===== config.mk =====
export PLATFORM = sky130hd
export DESIGN_NAME = static_link_forwarding
export DESIGN_NICKNAME = d
export VERILOG_FILES = /design/src/static_fwd_pkg.sv /design/src/stream_if.sv /design/src/slf_buffer.sv /design/src/static_link_forwarding.sv
export VERILOG_INCLUDE_DIRS = /design/src
export SDC_FILE = /design/constraint.sdc
export NUM_CORES = 1
export LEC_CHECK = 0
export BUFFER_PORTS_ARGS = -buffer_cell sky130_fd_sc_hd__buf_2
export CAP_MARGIN = 20
export CELL_PAD_IN_SITES_DETAIL_PLACEMENT = 1
export CELL_PAD_IN_SITES_GLOBAL_PLACEMENT = 1
export CORE_MARGIN = 2
export CORE_UTILIZATION = 46
export DETAILED_ROUTE_END_ITERATION = 6
export PLACE_DENSITY = 0.86
export REMOVE_ABC_BUFFERS = 1
export SETUP_SLACK_MARGIN = 0.05
export SYNTH_ARGS = -nofsm -noshare
export SYNTH_HDL_FRONTEND = slang
export SYNTH_SLANG_ARGS = --single-unit
export TNS_END_PERCENT = 5

===== constraint.sdc =====
create_clock -name aclk -period 3 [get_ports aclk]
set_clock_uncertainty 0.1 [all_clocks]
set_input_delay 0.3 -clock aclk [delete_from_list [all_inputs] [get_ports aclk]]
set_output_delay 0.3 -clock aclk [all_outputs]
set_load 0.01 [all_outputs]

===== src/static_fwd_map.svh =====
/*
 * register map, field positions, reset values and bus widths of the
 * static link forwarding block.
 * assumes: included by bare name wherever the map is needed.
 */
`ifndef STATIC_FWD_MAP_SVH
`define STATIC_FWD_MAP_SVH

// printed offsets are word indices; byte address is four times them
`define SLF_CFG_FIRST_INDEX 10'h0a0
`define SLF_CFG_LAST_INDEX  10'h0a7
`define SLF_ADDR_W          12

// field positions inside one configuration word
`define SLF_EN_BIT          31
`define SLF_PROC_BIT        8
`define SLF_CE_MSB          4
`define SLF_CE_LSB          0

// reset values
`define SLF_EN_RESET        1'h0
`define SLF_PROC_RESET      1'h0
`define SLF_CE_RESET        5'h00

// axi responses
`define SLF_RESP_OKAY       2'h0
`define SLF_RESP_SLVERR     2'h2

// link ids a..h are 0..7; register order is c,d,a,b,g,h,e,f
`define SLF_LINK_TO_REG     3'h2

`endif


===== src/static_fwd_pkg.sv =====
/*
 * types shared by the static link forwarding block.
 * assumes: compiled before the interface and the modules.
 */
package static_fwd_pkg;

   typedef logic [2:0] link_id_t;
   typedef logic [8:0] token_t;      // control flag and one byte
   typedef logic [4:0] chanend_t;

   typedef struct packed {
      logic     en;
      logic     proc;
      chanend_t ce;
   } link_cfg_t;

   typedef struct packed {
      logic     proc;
      chanend_t ce;
      link_id_t link;
      token_t   data;
   } fwd_word_t;

   typedef struct packed {
      link_id_t link;
      token_t   data;
   } route_word_t;

   typedef enum logic [1:0] {
      WR_IDLE = 2'b00,
      WR_ADDR = 2'b01,
      WR_RESP = 2'b11,
      WR_DATA = 2'b10
   } wr_state_t;

   typedef enum logic {
      RD_IDLE = 1'b0,
      RD_RESP = 1'b1
   } rd_state_t;

endpackage


===== src/stream_if.sv =====
/*
 * valid/ready word stream between the forwarding core and its buffers.
 * assumes: one source and one sink, both on the same clock.
 */
interface stream_if #(parameter int W = 8);
   logic         valid;
   logic         ready;
   logic [W-1:0] data;

   modport src (output valid, output data, input ready);
   modport snk (input valid, input data, output ready);
endinterface


===== src/slf_buffer.sv =====
/*
 * two-entry buffer; both ready and valid come straight from flip-flops.
 * assumes: synchronous active-low reset, one clock.
 */
module slf_buffer #(
   parameter int W = 8
) (
   input  wire logic aclk,
   input  wire logic aresetn,
   stream_if.snk     push,
   stream_if.src     pop
);

   typedef struct packed {
      logic [1:0][W-1:0] e;
      logic              v0;
      logic              v1;
   } buf_state_t;

   buf_state_t s;
   buf_state_t next_s;

   ////////////////////////////////////////////////////////////////////////
   always_comb begin
      next_s = s;
      // pop first, then the push lands in the lowest free slot
      if (s.v0 && pop.ready) begin
         next_s.e[0] = s.e[1];
         next_s.v0   = s.v1;
         next_s.v1   = 1'b0;
      end
      if (push.valid && !s.v1) begin
         if (!next_s.v0) begin
            next_s.e[0] = push.data;
            next_s.v0   = 1'b1;
         end else begin
            next_s.e[1] = push.data;
            next_s.v1   = 1'b1;
         end
      end
   end

   always_ff @(posedge aclk) begin
      if (!aresetn) begin
         s <= '0;
      end else begin
         s <= next_s;
      end
   end

   // full only with both slots taken, so ready stays a plain flop
   assign push.ready = !s.v1;
   assign pop.valid  = s.v0;
   assign pop.data   = s.e[0];

endmodule


===== src/static_link_forwarding.sv =====
/*
 * per-link static forwarding: eight configuration words behind an
 * axi4-lite slave steer arriving link tokens either to one channel end
 * of a local processor or on to the routed path.
 * assumes: one 200 mhz clock, synchronous active-low reset, the routed
 * path and the channel ends honour valid/ready.
 */
// Design decision made here: register access over AXI4-Lite.
`include "static_fwd_map.svh"

// Behaviour
// - a token from a link whose static enable is set goes to its configured channel end and never to the routed path.
// - bit 8 of each word is a read-write processor select, zero at reset, naming the local processor that receives the tokens.
// - bits 4:0 of each word are a read-write channel end index, zero at reset, naming where the tokens are delivered.
// - eight consecutive words each control one link, in ascending order for links c, d, a, b, g, h, e and f.
// - enable, processor and channel end all clear at reset, so every link starts out routed.
module static_link_forwarding (
   input  wire logic                   aclk,
   input  wire logic                   aresetn,
   input  wire logic                   awvalid,
   output logic                        awready,
   input  wire logic [`SLF_ADDR_W-1:0] awaddr,
   input  wire logic                   wvalid,
   output logic                        wready,
   input  wire logic [31:0]            wdata,
   input  wire logic [3:0]             wstrb,
   output logic                        bvalid,
   input  wire logic                   bready,
   output logic [1:0]                  bresp,
   input  wire logic                   arvalid,
   output logic                        arready,
   input  wire logic [`SLF_ADDR_W-1:0] araddr,
   output logic                        rvalid,
   input  wire logic                   rready,
   output logic [31:0]                 rdata,
   output logic [1:0]                  rresp,
   input  wire logic                   in_valid,
   output logic                        in_ready,
   input  wire static_fwd_pkg::link_id_t in_link,
   input  wire static_fwd_pkg::token_t in_data,
   output logic                        fwd_valid,
   input  wire logic                   fwd_ready,
   output logic                        fwd_proc,
   output static_fwd_pkg::chanend_t    fwd_chanend,
   output static_fwd_pkg::link_id_t    fwd_link,
   output static_fwd_pkg::token_t      fwd_data,
   output logic                        route_valid,
   input  wire logic                   route_ready,
   output static_fwd_pkg::link_id_t    route_link,
   output static_fwd_pkg::token_t      route_data
);
   import static_fwd_pkg::*;

   typedef struct packed {
      link_cfg_t [7:0] cfg;
      wr_state_t       wst;
      logic [2:0]      widx;
      logic            wmapped;
      logic [31:0]     wdata;
      logic [3:0]      wstrb;
      logic            awready;
      logic            wready;
      logic            bvalid;
      logic [1:0]      bresp;
      rd_state_t       rst;
      logic            arready;
      logic            rvalid;
      logic [31:0]     rdata;
      logic [1:0]      rresp;
      logic            st_valid;
      logic            st_static;
      fwd_word_t       st_word;
      logic            in_ready;
   } core_state_t;

   core_state_t s;
   core_state_t next_s;

   stream_if #(.W($bits(fwd_word_t)))   fwd_push ();
   stream_if #(.W($bits(fwd_word_t)))   fwd_pop ();
   stream_if #(.W($bits(route_word_t))) route_push ();
   stream_if #(.W($bits(route_word_t))) route_pop ();

   ////////////////////////////////////////////////////////////////////////
   // address decode: word index must fall inside the eight-word block
   function automatic logic is_mapped(input logic [`SLF_ADDR_W-1:0] a);
      logic [9:0] idx;
      idx = a[`SLF_ADDR_W-1:2];
      return (idx >= `SLF_CFG_FIRST_INDEX) && (idx <= `SLF_CFG_LAST_INDEX);
   endfunction

   // reserved bits are simply never stored
   function automatic logic [31:0] cfg_word(input link_cfg_t c);
      logic [31:0] w;
      w = '0;
      w[`SLF_EN_BIT] = c.en;
      w[`SLF_PROC_BIT] = c.proc;
      w[`SLF_CE_MSB:`SLF_CE_LSB] = c.ce;
      return w;
   endfunction

   ////////////////////////////////////////////////////////////////////////
   always_comb begin
      next_s = s;

      // write channel: address and data in either order
      unique case (s.wst)
         WR_IDLE: begin
            if (awvalid && s.awready) begin
               next_s.widx    = awaddr[4:2];
               next_s.wmapped = is_mapped(awaddr);
               next_s.wst     = WR_ADDR;
            end
            if (wvalid && s.wready) begin
               next_s.wdata = wdata;
               next_s.wstrb = wstrb;
               next_s.wst   = (next_s.wst == WR_ADDR) ? WR_RESP : WR_DATA;
            end
         end
         WR_ADDR: begin
            if (wvalid && s.wready) begin
               next_s.wdata = wdata;
               next_s.wstrb = wstrb;
               next_s.wst   = WR_RESP;
            end
         end
         WR_DATA: begin
            if (awvalid && s.awready) begin
               next_s.widx    = awaddr[4:2];
               next_s.wmapped = is_mapped(awaddr);
               next_s.wst     = WR_RESP;
            end
         end
         WR_RESP: begin
            if (bready) begin
               next_s.bvalid = 1'b0;
               next_s.wst    = WR_IDLE;
            end
         end
      endcase

      // commit on the cycle both halves are in; strobes guard each lane
      if (s.wst != WR_RESP && next_s.wst == WR_RESP) begin
         next_s.bvalid = 1'b1;
         next_s.bresp  = next_s.wmapped ? `SLF_RESP_OKAY : `SLF_RESP_SLVERR;
         if (next_s.wmapped) begin
            if (next_s.wstrb[0]) begin
               next_s.cfg[next_s.widx].ce =
                  next_s.wdata[`SLF_CE_MSB:`SLF_CE_LSB];
            end
            if (next_s.wstrb[1]) begin
               next_s.cfg[next_s.widx].proc = next_s.wdata[`SLF_PROC_BIT];
            end
            if (next_s.wstrb[3]) begin
               next_s.cfg[next_s.widx].en = next_s.wdata[`SLF_EN_BIT];
            end
         end
      end
      next_s.awready = (next_s.wst == WR_IDLE) || (next_s.wst == WR_DATA);
      next_s.wready  = (next_s.wst == WR_IDLE) || (next_s.wst == WR_ADDR);

      // read channel: one outstanding read, data from a register
      unique case (s.rst)
         RD_IDLE: begin
            if (arvalid && s.arready) begin
               next_s.rdata   = is_mapped(araddr) ?
                                cfg_word(s.cfg[araddr[4:2]]) : 32'h0000_0000;
               next_s.rresp   = is_mapped(araddr) ?
                                `SLF_RESP_OKAY : `SLF_RESP_SLVERR;
               next_s.rvalid  = 1'b1;
               next_s.arready = 1'b0;
               next_s.rst     = RD_RESP;
            end
         end
         RD_RESP: begin
            if (rready) begin
               next_s.rvalid  = 1'b0;
               next_s.arready = 1'b1;
               next_s.rst     = RD_IDLE;
            end
         end
      endcase

      // staging word drains into whichever buffer it was steered to
      if (s.st_valid &&
          (s.st_static ? fwd_push.ready : route_push.ready)) begin
         next_s.st_valid = 1'b0;
      end
      // config sampled per token; register order is link id xor 2
      if (in_valid && s.in_ready) begin
         next_s.st_valid = 1'b1;
         next_s.st_static =
            s.cfg[in_link ^ `SLF_LINK_TO_REG].en;
         next_s.st_word.proc = s.cfg[in_link ^ `SLF_LINK_TO_REG].proc;
         next_s.st_word.ce   = s.cfg[in_link ^ `SLF_LINK_TO_REG].ce;
         next_s.st_word.link = in_link;
         next_s.st_word.data = in_data;
      end
      // registered ready costs every other cycle of throughput
      next_s.in_ready = !next_s.st_valid;
   end

   always_ff @(posedge aclk) begin
      if (!aresetn) begin
         s          <= '0;
         s.wst      <= WR_IDLE;
         s.rst      <= RD_IDLE;
         s.awready  <= 1'b1;
         s.wready   <= 1'b1;
         s.arready  <= 1'b1;
         s.in_ready <= 1'b1;
      end else begin
         s <= next_s;
      end
   end

   ////////////////////////////////////////////////////////////////////////
   // static tokens never reach the routed buffer
   assign fwd_push.valid   = s.st_valid && s.st_static;
   assign fwd_push.data    = s.st_word;
   assign route_push.valid = s.st_valid && !s.st_static;
   assign route_push.data  = {s.st_word.link, s.st_word.data};

   slf_buffer #(.W($bits(fwd_word_t))) u_fwd_buf (
      .aclk    (aclk),
      .aresetn (aresetn),
      .push    (fwd_push),
      .pop     (fwd_pop)
   );

   slf_buffer #(.W($bits(route_word_t))) u_route_buf (
      .aclk    (aclk),
      .aresetn (aresetn),
      .push    (route_push),
      .pop     (route_pop)
   );

   assign fwd_pop.ready   = fwd_ready;
   assign route_pop.ready = route_ready;

   ////////////////////////////////////////////////////////////////////////
   assign awready     = s.awready;
   assign wready      = s.wready;
   assign bvalid      = s.bvalid;
   assign bresp       = s.bresp;
   assign arready     = s.arready;
   assign rvalid      = s.rvalid;
   assign rdata       = s.rdata;
   assign rresp       = s.rresp;
   assign in_ready    = s.in_ready;
   assign fwd_valid   = fwd_pop.valid;
   assign {fwd_proc, fwd_chanend, fwd_link, fwd_data} = fwd_pop.data;
   assign route_valid = route_pop.valid;
   assign {route_link, route_data} = route_pop.data;

endmodule


==> qor.txt, run 1 <==
sequential power share: 0.447
DR pass1 iterations: 5
Crit-path slowest cell: a211oi_2
CTS buffer count: 17
area of the multi-input gates: 4010 um2
met1 usage: 0.2878
CTS tree: yes
Int Pwr: 4094 uW
Yosys top cell by area: dfxtp_1
# fillers: 1,986
cell count after synthesis: 867
final setup violation count: 0
clk slew on worst S/H paths: 0.06 ns
Die X: 137.4 um
RSZ-0062 raised after global routing: false
synthesized area: 8192 um2
Sw Ratio: 0.2374
floorplan row count: 48
endpoint class of the critical path: register
synthesis-stage register bit count: 172
GR Layer Usage met3: 0.04194
clock share of power: 0.474
Most Crowded Layer GR: met2
vias in the first global route: 6,615
result of the run: completed
Post-synth EDFFs: 0
post-DR wirelength/cell: 19.20 um
Tmin final: 2.430 ns
total number of vias: 6,423
# resized after CTS: 0
die height: 137.4 um
initial antenna violation count: 0
post-route insts no fill: 1,135
Area contributors post-synth: dfxtp_1 42%, mux2i_1 11%, nand2_1 7.8%
final setup TNS: 0 ns
GR Util All Layers: 0.2422
Detail Route Antenna Nets: 0
Ports: 156
syn avg cell area: 9.448 um2
Sw Pwr: 1275 uW
IR Drop Worst-Case VDD: 0.4269 mV
Slew Limit Fails: 0
global route overflow: 0
top-area cell type share of the netlist area: 0.4203
GR Layer Usage met2: 0.4303
Final GP Congestion: 0.7888
Data required, critical path: 3.26 ns
Crit Path Class: reg -> reg
via/cell ratio: 5.659
hpwl dp: 14,050 um
core area: 17,360 um2
crit start category: register
Final #Nets: 979
largest net degree at the start of global routing: 77
Hold Fails Final Rpt: 0
slew margin rel.: 0.4293
1st-iter DRT viols: 373
Async S/R FF share, synth: 0
final critical-path share of the clock period: 0.8100
sequential share of the synthesized area: 0.4203
die area: 18,890 um2
initial core utilization: 0.4720
worst slew pin tran: 0.8322 ns
Buffers on Ports: 98
share of cells above drive strength 1: 0.2121
Area after DPL: 8357 um2
root buffer cell: clkbuf_16
Max-cap violations: 0
Residual DRC: 0
CTS sink count: 172
register area: 3443 um2
placed cells: 1,100
first-pass GRT wire length: 34,960 um
PwrDens: 592.6 nW/um2
Design Area, Final: 9060 um2
Synthesis Warnings: 0
clock tree buffer depth: 2
crit path cell chain: and3b_1, nand4_2, a211oi_2, mux2i_1
Skew-Pair Late Insertion Delay: 0.44 ns
CP peak stage delay: 0.74 ns
Setup Buffers After CTS: 0
Crit Path Max Fanout: 12
crit path DAT: 2.69 ns
Combinational Power Share: 0.079
Cell variety after synth: 44
Most used DFF post-synth: dfxtp_1
final wirelength: 21,800 um
Worst Hold Class: in -> reg
Max Freq: 411.5 MHz
hold bufs inserted after CTS: 3
n_diodes: 0
leakage: 0.003770 uW
Area Overhead vs Synth: 10.60%
H-tree depth: 4
final timing paths:
kind         slack [ns]  startpoint  depth (start not counted)                to
max                0.57      s[103]                          4            s[135]
min                0.01  in_data[1]                          3  fwd_push.data[1]
max reg2reg        0.57      s[103]                          4            s[135]
min reg2reg        0.36    bresp[1]                          2          bresp[1]
metal layers:
layer | up-vias | part of all wire
met3 | 37 | 0.052
met5 | - | 0
met1 | 3190 | 0.42
met2 | 184 | 0.51
met4 | 0 | 0.022
li1 | 3012 | -
cell families (layout without fill, tap and decap cells):
family	count (synthesis)	in the layout	synth area share
AO/OA/AOI/OAI	128	128	0.1130
buffers and inverters	141	158	0.1020
flip-flops	172	172	0.4203
multiplexers	132	132	0.2056
other	1	27	0.0004578
AND/OR/NAND/NOR	293	293	0.1585
sequential cells by signal, summed over array words and instances, names as in the netlist:
| signal | flops |
|---|---|
| wready | 1 |
| u_route_buf.s | 13 |
| bvalid | 1 |
| rvalid | 1 |
| in_ready | 1 |
| u_fwd_buf.s | 19 |
| arready | 1 |
| awready | 1 |
| u_route_buf.pop.data | 12 |
| rdata | 7 |
| u_fwd_buf.pop.data | 18 |
| u_fwd_buf.pop.valid | 1 |
| bresp | 1 |
| rresp | 1 |
| s | 75 |
| u_route_buf.pop.valid | 1 |
| fwd_push.data | 18 |
power groups by stage:
stage / registers (uW) / logic [uW] / clock network, uW
6_report: 2400 / 423 / 2540
5_1_grt: 2410 / 466 / 2670
4_1_cts: 2400 / 426 / 2580
3_5_place_dp: 2450 / 415 / 0
3_3_place_gp: 2450 / 403 / 0
2_1_floorplan: 2450 / 218 / 0
Yosys cell counts (11+ instances only):
cell and number:
clkbuf_1 35, nand3_1 36, inv_1 14, mux4_2 28, a311oi_1 30, mux2i_1 94, buf_2 11, nor2_1 53
a21oi_1 51, nand3b_1 11, buf_4 70, nand2_1 170, dfxtp_1 172
critical path, delay by kind of cell, from the launching register on:
| family | cells | cell delay [ns] |
|---|---|---|
| AND/OR/NAND/NOR | 2 | 0.89 |
| multiplexers | 1 | 0.25 |
| flip-flops | 1 | 0.36 |
| AO/OA/AOI/OAI | 1 | 0.74 |
stage by stage:
step	hold slack (ns)	total power [uW]	util	setup WS, ns
3_5_place_dp	0.3445	2866	0.4815	0.6409
2_1_floorplan	0.2762	2666	-	0.9850
4_1_cts	0.001278	5402	0.5220	0.5654
3_3_place_gp	0.3424	2851	0.4815	0.6887
5_1_grt	0.009237	5548	0.5220	0.3978
6_report	0.01386	5369	0.5220	0.5699
cell usage in the layout (no fill, tap or decap), types with 2 or more instances in the layout:
master         netlist  layout
a211oi_1            10      10
a211oi_2             2       2
a211oi_4             2       2
a21o_1               2       2
a21oi_1             51      51
a311oi_1            30      30
and2_1               2       2
buf_2               11      98
buf_4               70      10
bufinv_16            0       6
clkbuf_16            0      17
clkbuf_8             0       2
clkinv_2             0       4
conb_1               1      27
dfxtp_1            172     172
dlygate4sd3_1        0       3
inv_1               14      14
mux2_2              10      10
mux2i_1             94      94
mux4_2              28      28
nand2_1            170     170
nand3_1             36      36
nand3b_1            11      11
nor2_1              53      53
nor3_1               2       2
nor3b_1              7       7
o211ai_1             8       8
o211ai_2             2       2
o211ai_4             2       2
o21ai_0             10      10
o2bb2ai_1            7       7
cell type report:
cell class,count,area share
timing repair buffer,111,0.06574
multi-input combinational,580,0.4426
clock inverter,12,0.02389
inverter,15,0.006215
tap,225,0.03107
sequential,172,0.3801
clock buffer,20,0.05041
(Power assumes the default switching activity.)
==> inputs of run 2 (changes only) <==
--- a/config.mk
+++ b/config.mk
@@ -11,9 +11,9 @@
 export CELL_PAD_IN_SITES_DETAIL_PLACEMENT = 1
 export CELL_PAD_IN_SITES_GLOBAL_PLACEMENT = 1
 export CORE_MARGIN = 2
-export CORE_UTILIZATION = 46
+export CORE_UTILIZATION = 38
 export DETAILED_ROUTE_END_ITERATION = 6
-export PLACE_DENSITY = 0.86
+export PLACE_DENSITY = 0.76
 export REMOVE_ABC_BUFFERS = 1
 export SETUP_SLACK_MARGIN = 0.05
 export SYNTH_ARGS = -nofsm -noshare
==> constraint.sdc (replaced) <==
create_clock -name aclk -period 2 [get_ports aclk]
set_clock_uncertainty 0.1 [all_clocks]
set_input_delay 0.2 -clock aclk [delete_from_list [all_inputs] [get_ports aclk]]
set_output_delay 0.2 -clock aclk [all_outputs]
set_load 0.01 [all_outputs]
==> run 2 against run 1 <==
Against the previous run: worst setup slack worse by 0.51 ns; register-to-register slack got worse by 0.51 ns; die area grew 20%; wire length is 1.1% higher; final cell count grew 7.5%; sequential share of layout area shrank 1.6 points; sequential power increased by 50%; worst hold slack gained 0.014 ns; non-clock buffer count rose by 36; via count shrank 0.75%; critical endpoint is now s[133].
==> qor.txt, run 2 (synthesis results as in run 1) <==
HP Start: awaddr[5]
GR Util All Layers: 0.1997 (-0.04253)
first-pass GRT wire length: 34,890 um (-0.22%)
Top Registers: s: 75 flops, u_fwd_buf.s: 19 flops
Tmin final: 1.944 ns (-0.4863 ns)
Crit-path slowest cell: dfxtp_1
Sw Pwr: 1897 uW (+49%)
clock share of power: 0.429 (-0.045)
placed cells: 1,171 (+6.5%)
Crit Path Max Fanout: 6 (-6)
Data required, critical path: 2.24 ns (-1.02 ns)
Crit Path Class: reg -> reg
final setup violation count: 0 (unchanged)
slew margin rel.: 0.4127 (-0.01667)
die area: 22,750 um2 (+20%)
hpwl dp: 14,500 um (+3.2%)
sequential power share: 0.477 (+0.030)
GR Layer Usage met3: 0.03313 (-0.008810)
GR Layer Usage met2: 0.3480 (-0.08239)
Sw Ratio: 0.2517 (+0.01425)
Combinational Power Share: 0.094 (+0.015)
Buffers & Inverters on Critical Path: 2 (+2)
Final GP Congestion: 0.7968 (+1.0%)
Ports: 156 (unchanged)
Slew Limit Fails: 0 (unchanged)
post-DR wirelength/cell: 18.06 um (-5.9%)
PwrDens: 797.3 nW/um2 (+35%)
Residual DRC: 0 (unchanged)
Biggest register: s
R2R Setup Slk: 0.06 ns (-0.51 ns)
final wirelength: 22,040 um (+1.1%)
Max-cap violations: 0 (unchanged)
crit start category: register
RSZ-0062 raised after global routing: true
core area: 21,090 um2 (+21%)
worst slew pin tran: 0.8777 ns (+0.04557 ns)
commonest non-fill, non-tap cell in the layout: dfxtp_1
CTS buffer count: 17 (unchanged)
CP peak stage delay: 0.41 ns (-0.33 ns)
post-route insts no fill: 1,220 (+7.5%)
H-tree depth: 4 (unchanged)
IR Drop Worst-Case VDD: 0.6629 mV (+55%)
Reg2Reg Depth: 6 (+2)
Skew-Pair Late Insertion Delay: 0.43 ns (about the same)
Most Crowded Layer GR: met2
global route overflow: 0 (unchanged)
Final #Nets: 1,015 (+3.7%)
Worst Hold Class: in -> reg
n_diodes: 0 (unchanged)
Int Pwr: 5639 uW (+38%)
vias in the first global route: 6,612 (-0.045%)
crit path cell chain: and3b_2, buf_4, mux2i_2, a211oi_4, buf_6, mux2i_4
largest net degree at the start of global routing: 89 (+16%)
Max Freq: 514.5 MHz (+25%)
Critical R2R Capture: s[133]
final setup TNS: 0 ns (unchanged)
total number of vias: 6,375 (-0.75%)
most frequent cells in the layout: 171 x dfxtp_1, 170 x nand2_1, 98 x buf_2
initial antenna violation count: 0 (unchanged)
leakage: 0.003904 uW (+3.6%)
met1 usage: 0.2466 (-0.04121)
share of cells above drive strength 1: 0.2349 (+0.02283)
hold slack: 0.02767 ns (+0.01382 ns)
Die X: 150.8 um (+9.7%)
clock tree buffer depth: 2 (unchanged)
via/cell ratio: 5.225 (-7.7%)
Worst R2R Start: s[103]
1st-iter DRT viols: 376 (+0.80%)
CTS tree: yes
Detail Route Antenna Nets: 0 (unchanged)
initial core utilization: 0.3885 (-0.08350)
DR pass1 iterations: 4 (-1)
final critical-path share of the clock period: 0.9719 (+0.1619)
max FFs per register: 75 (unchanged)
clk slew on worst S/H paths: 0.07 ns (about the same)
worst hold path depth: 4 (+1)
CTS sink count: 172 (unchanged)
Hold Fails Final Rpt: 0 (unchanged)
WHS Endpoint: s[99]
Buffers on Ports: 98 (unchanged)
result of the run: completed
crit path DAT: 2.19 ns (-0.50 ns)
CP top delay family: multiplexers
endpoint class of the critical path: register
Area Overhead vs Synth: 15.38%
root buffer cell: clkbuf_16
floorplan row count: 53 (+10%)
die height: 150.8 um (+9.7%)
-- run 2: changes by cell type in the layout (fill, tap and decap cells not counted), moves of 2 or more --
cell,before,now
clkinv_2,4,1
o211ai_4,2,4
clkbuf_8,2,4
bufinv_16,6,1
clkinv_4,1,3
buf_4,10,29
mux2i_1,94,92
o211ai_2,2,0
buf_12,0,6
dlygate4sd3_1,3,13
-- run 2: power groups by stage --
stage               logic, uW  clock network (uW)  registers (uW)
floorplan                 326                   0            3670
global placement          654                   0            3670
detailed placement        668                   0            3680
CTS                       697                3300            3600
global route              777                3450            3610
finish                    705                3230            3600
-- run 2: layer usage --
metal / share of wire / wire [um]
met1: 0.44 / 9694
met2: 0.50 / 11120
met3: 0.037 / 822
met4: 0.018 / 395
met5: 0 / 0
-- run 2: final cells by class --
cell class / instances / area, um2
Clock buffer: 23 / 488.0
Clock inverter: 8 / 85.08
Fill cell: 2425 / 11640
Inverter: 15 / 56.30
Multi-Input combinational cell: 580 / 4064
Sequential cell: 172 / 3445
Tap cell: 275 / 344.1
Timing Repair Buffer: 147 / 969.7
-- run 2: repair_timing --
| item | 4_1_cts | 5_1_grt |
|---|---|---|
| hold endpoints to repair | 15 | 0 |
| setup endpoints to repair | 21 | 25 |
| setup buffers | 3 | 2 |
| resized for setup | 5 | 6 |
| pin swaps | 1 | 1 |
| hold buffers | 13 | 0 |
-- run 2: worst max path at each step --
stage	start	cells after the start	slack, ns	end
after CTS	s[103]	6	0.06	s[133]
after floorplan	u_route_buf.pop.valid	4	-0.02	u_route_buf.pop.data[0]
after global routing	s[103]	6	0.02	s[133]
after detailed placement	s[103]	5	-0.05	s[135]
final	s[103]	6	0.06	s[133]
after global placement	s[103]	5	0.06	s[137]
-- run 2: per-stage QoR --
stage	utilization	cell area, um2	setup WS, ns	power (uW)
2_1_floorplan	-	7510	-0.01503	3999
3_3_place_gp	0.4097	8640	0.06415	4327
3_5_place_dp	0.4097	8640	-0.04513	4345
4_1_cts	0.4457	9399	0.06398	7594
5_1_grt	0.4482	9452	0.02045	7836
6_report	0.4482	9452	0.05624	7536
-- run 2: tightest hold or removal path, stage by stage --
cell and delay (ns):
buf_2 0.08, nor3_2 0.06, nand3_1 0.10, a21oi_1 0.06
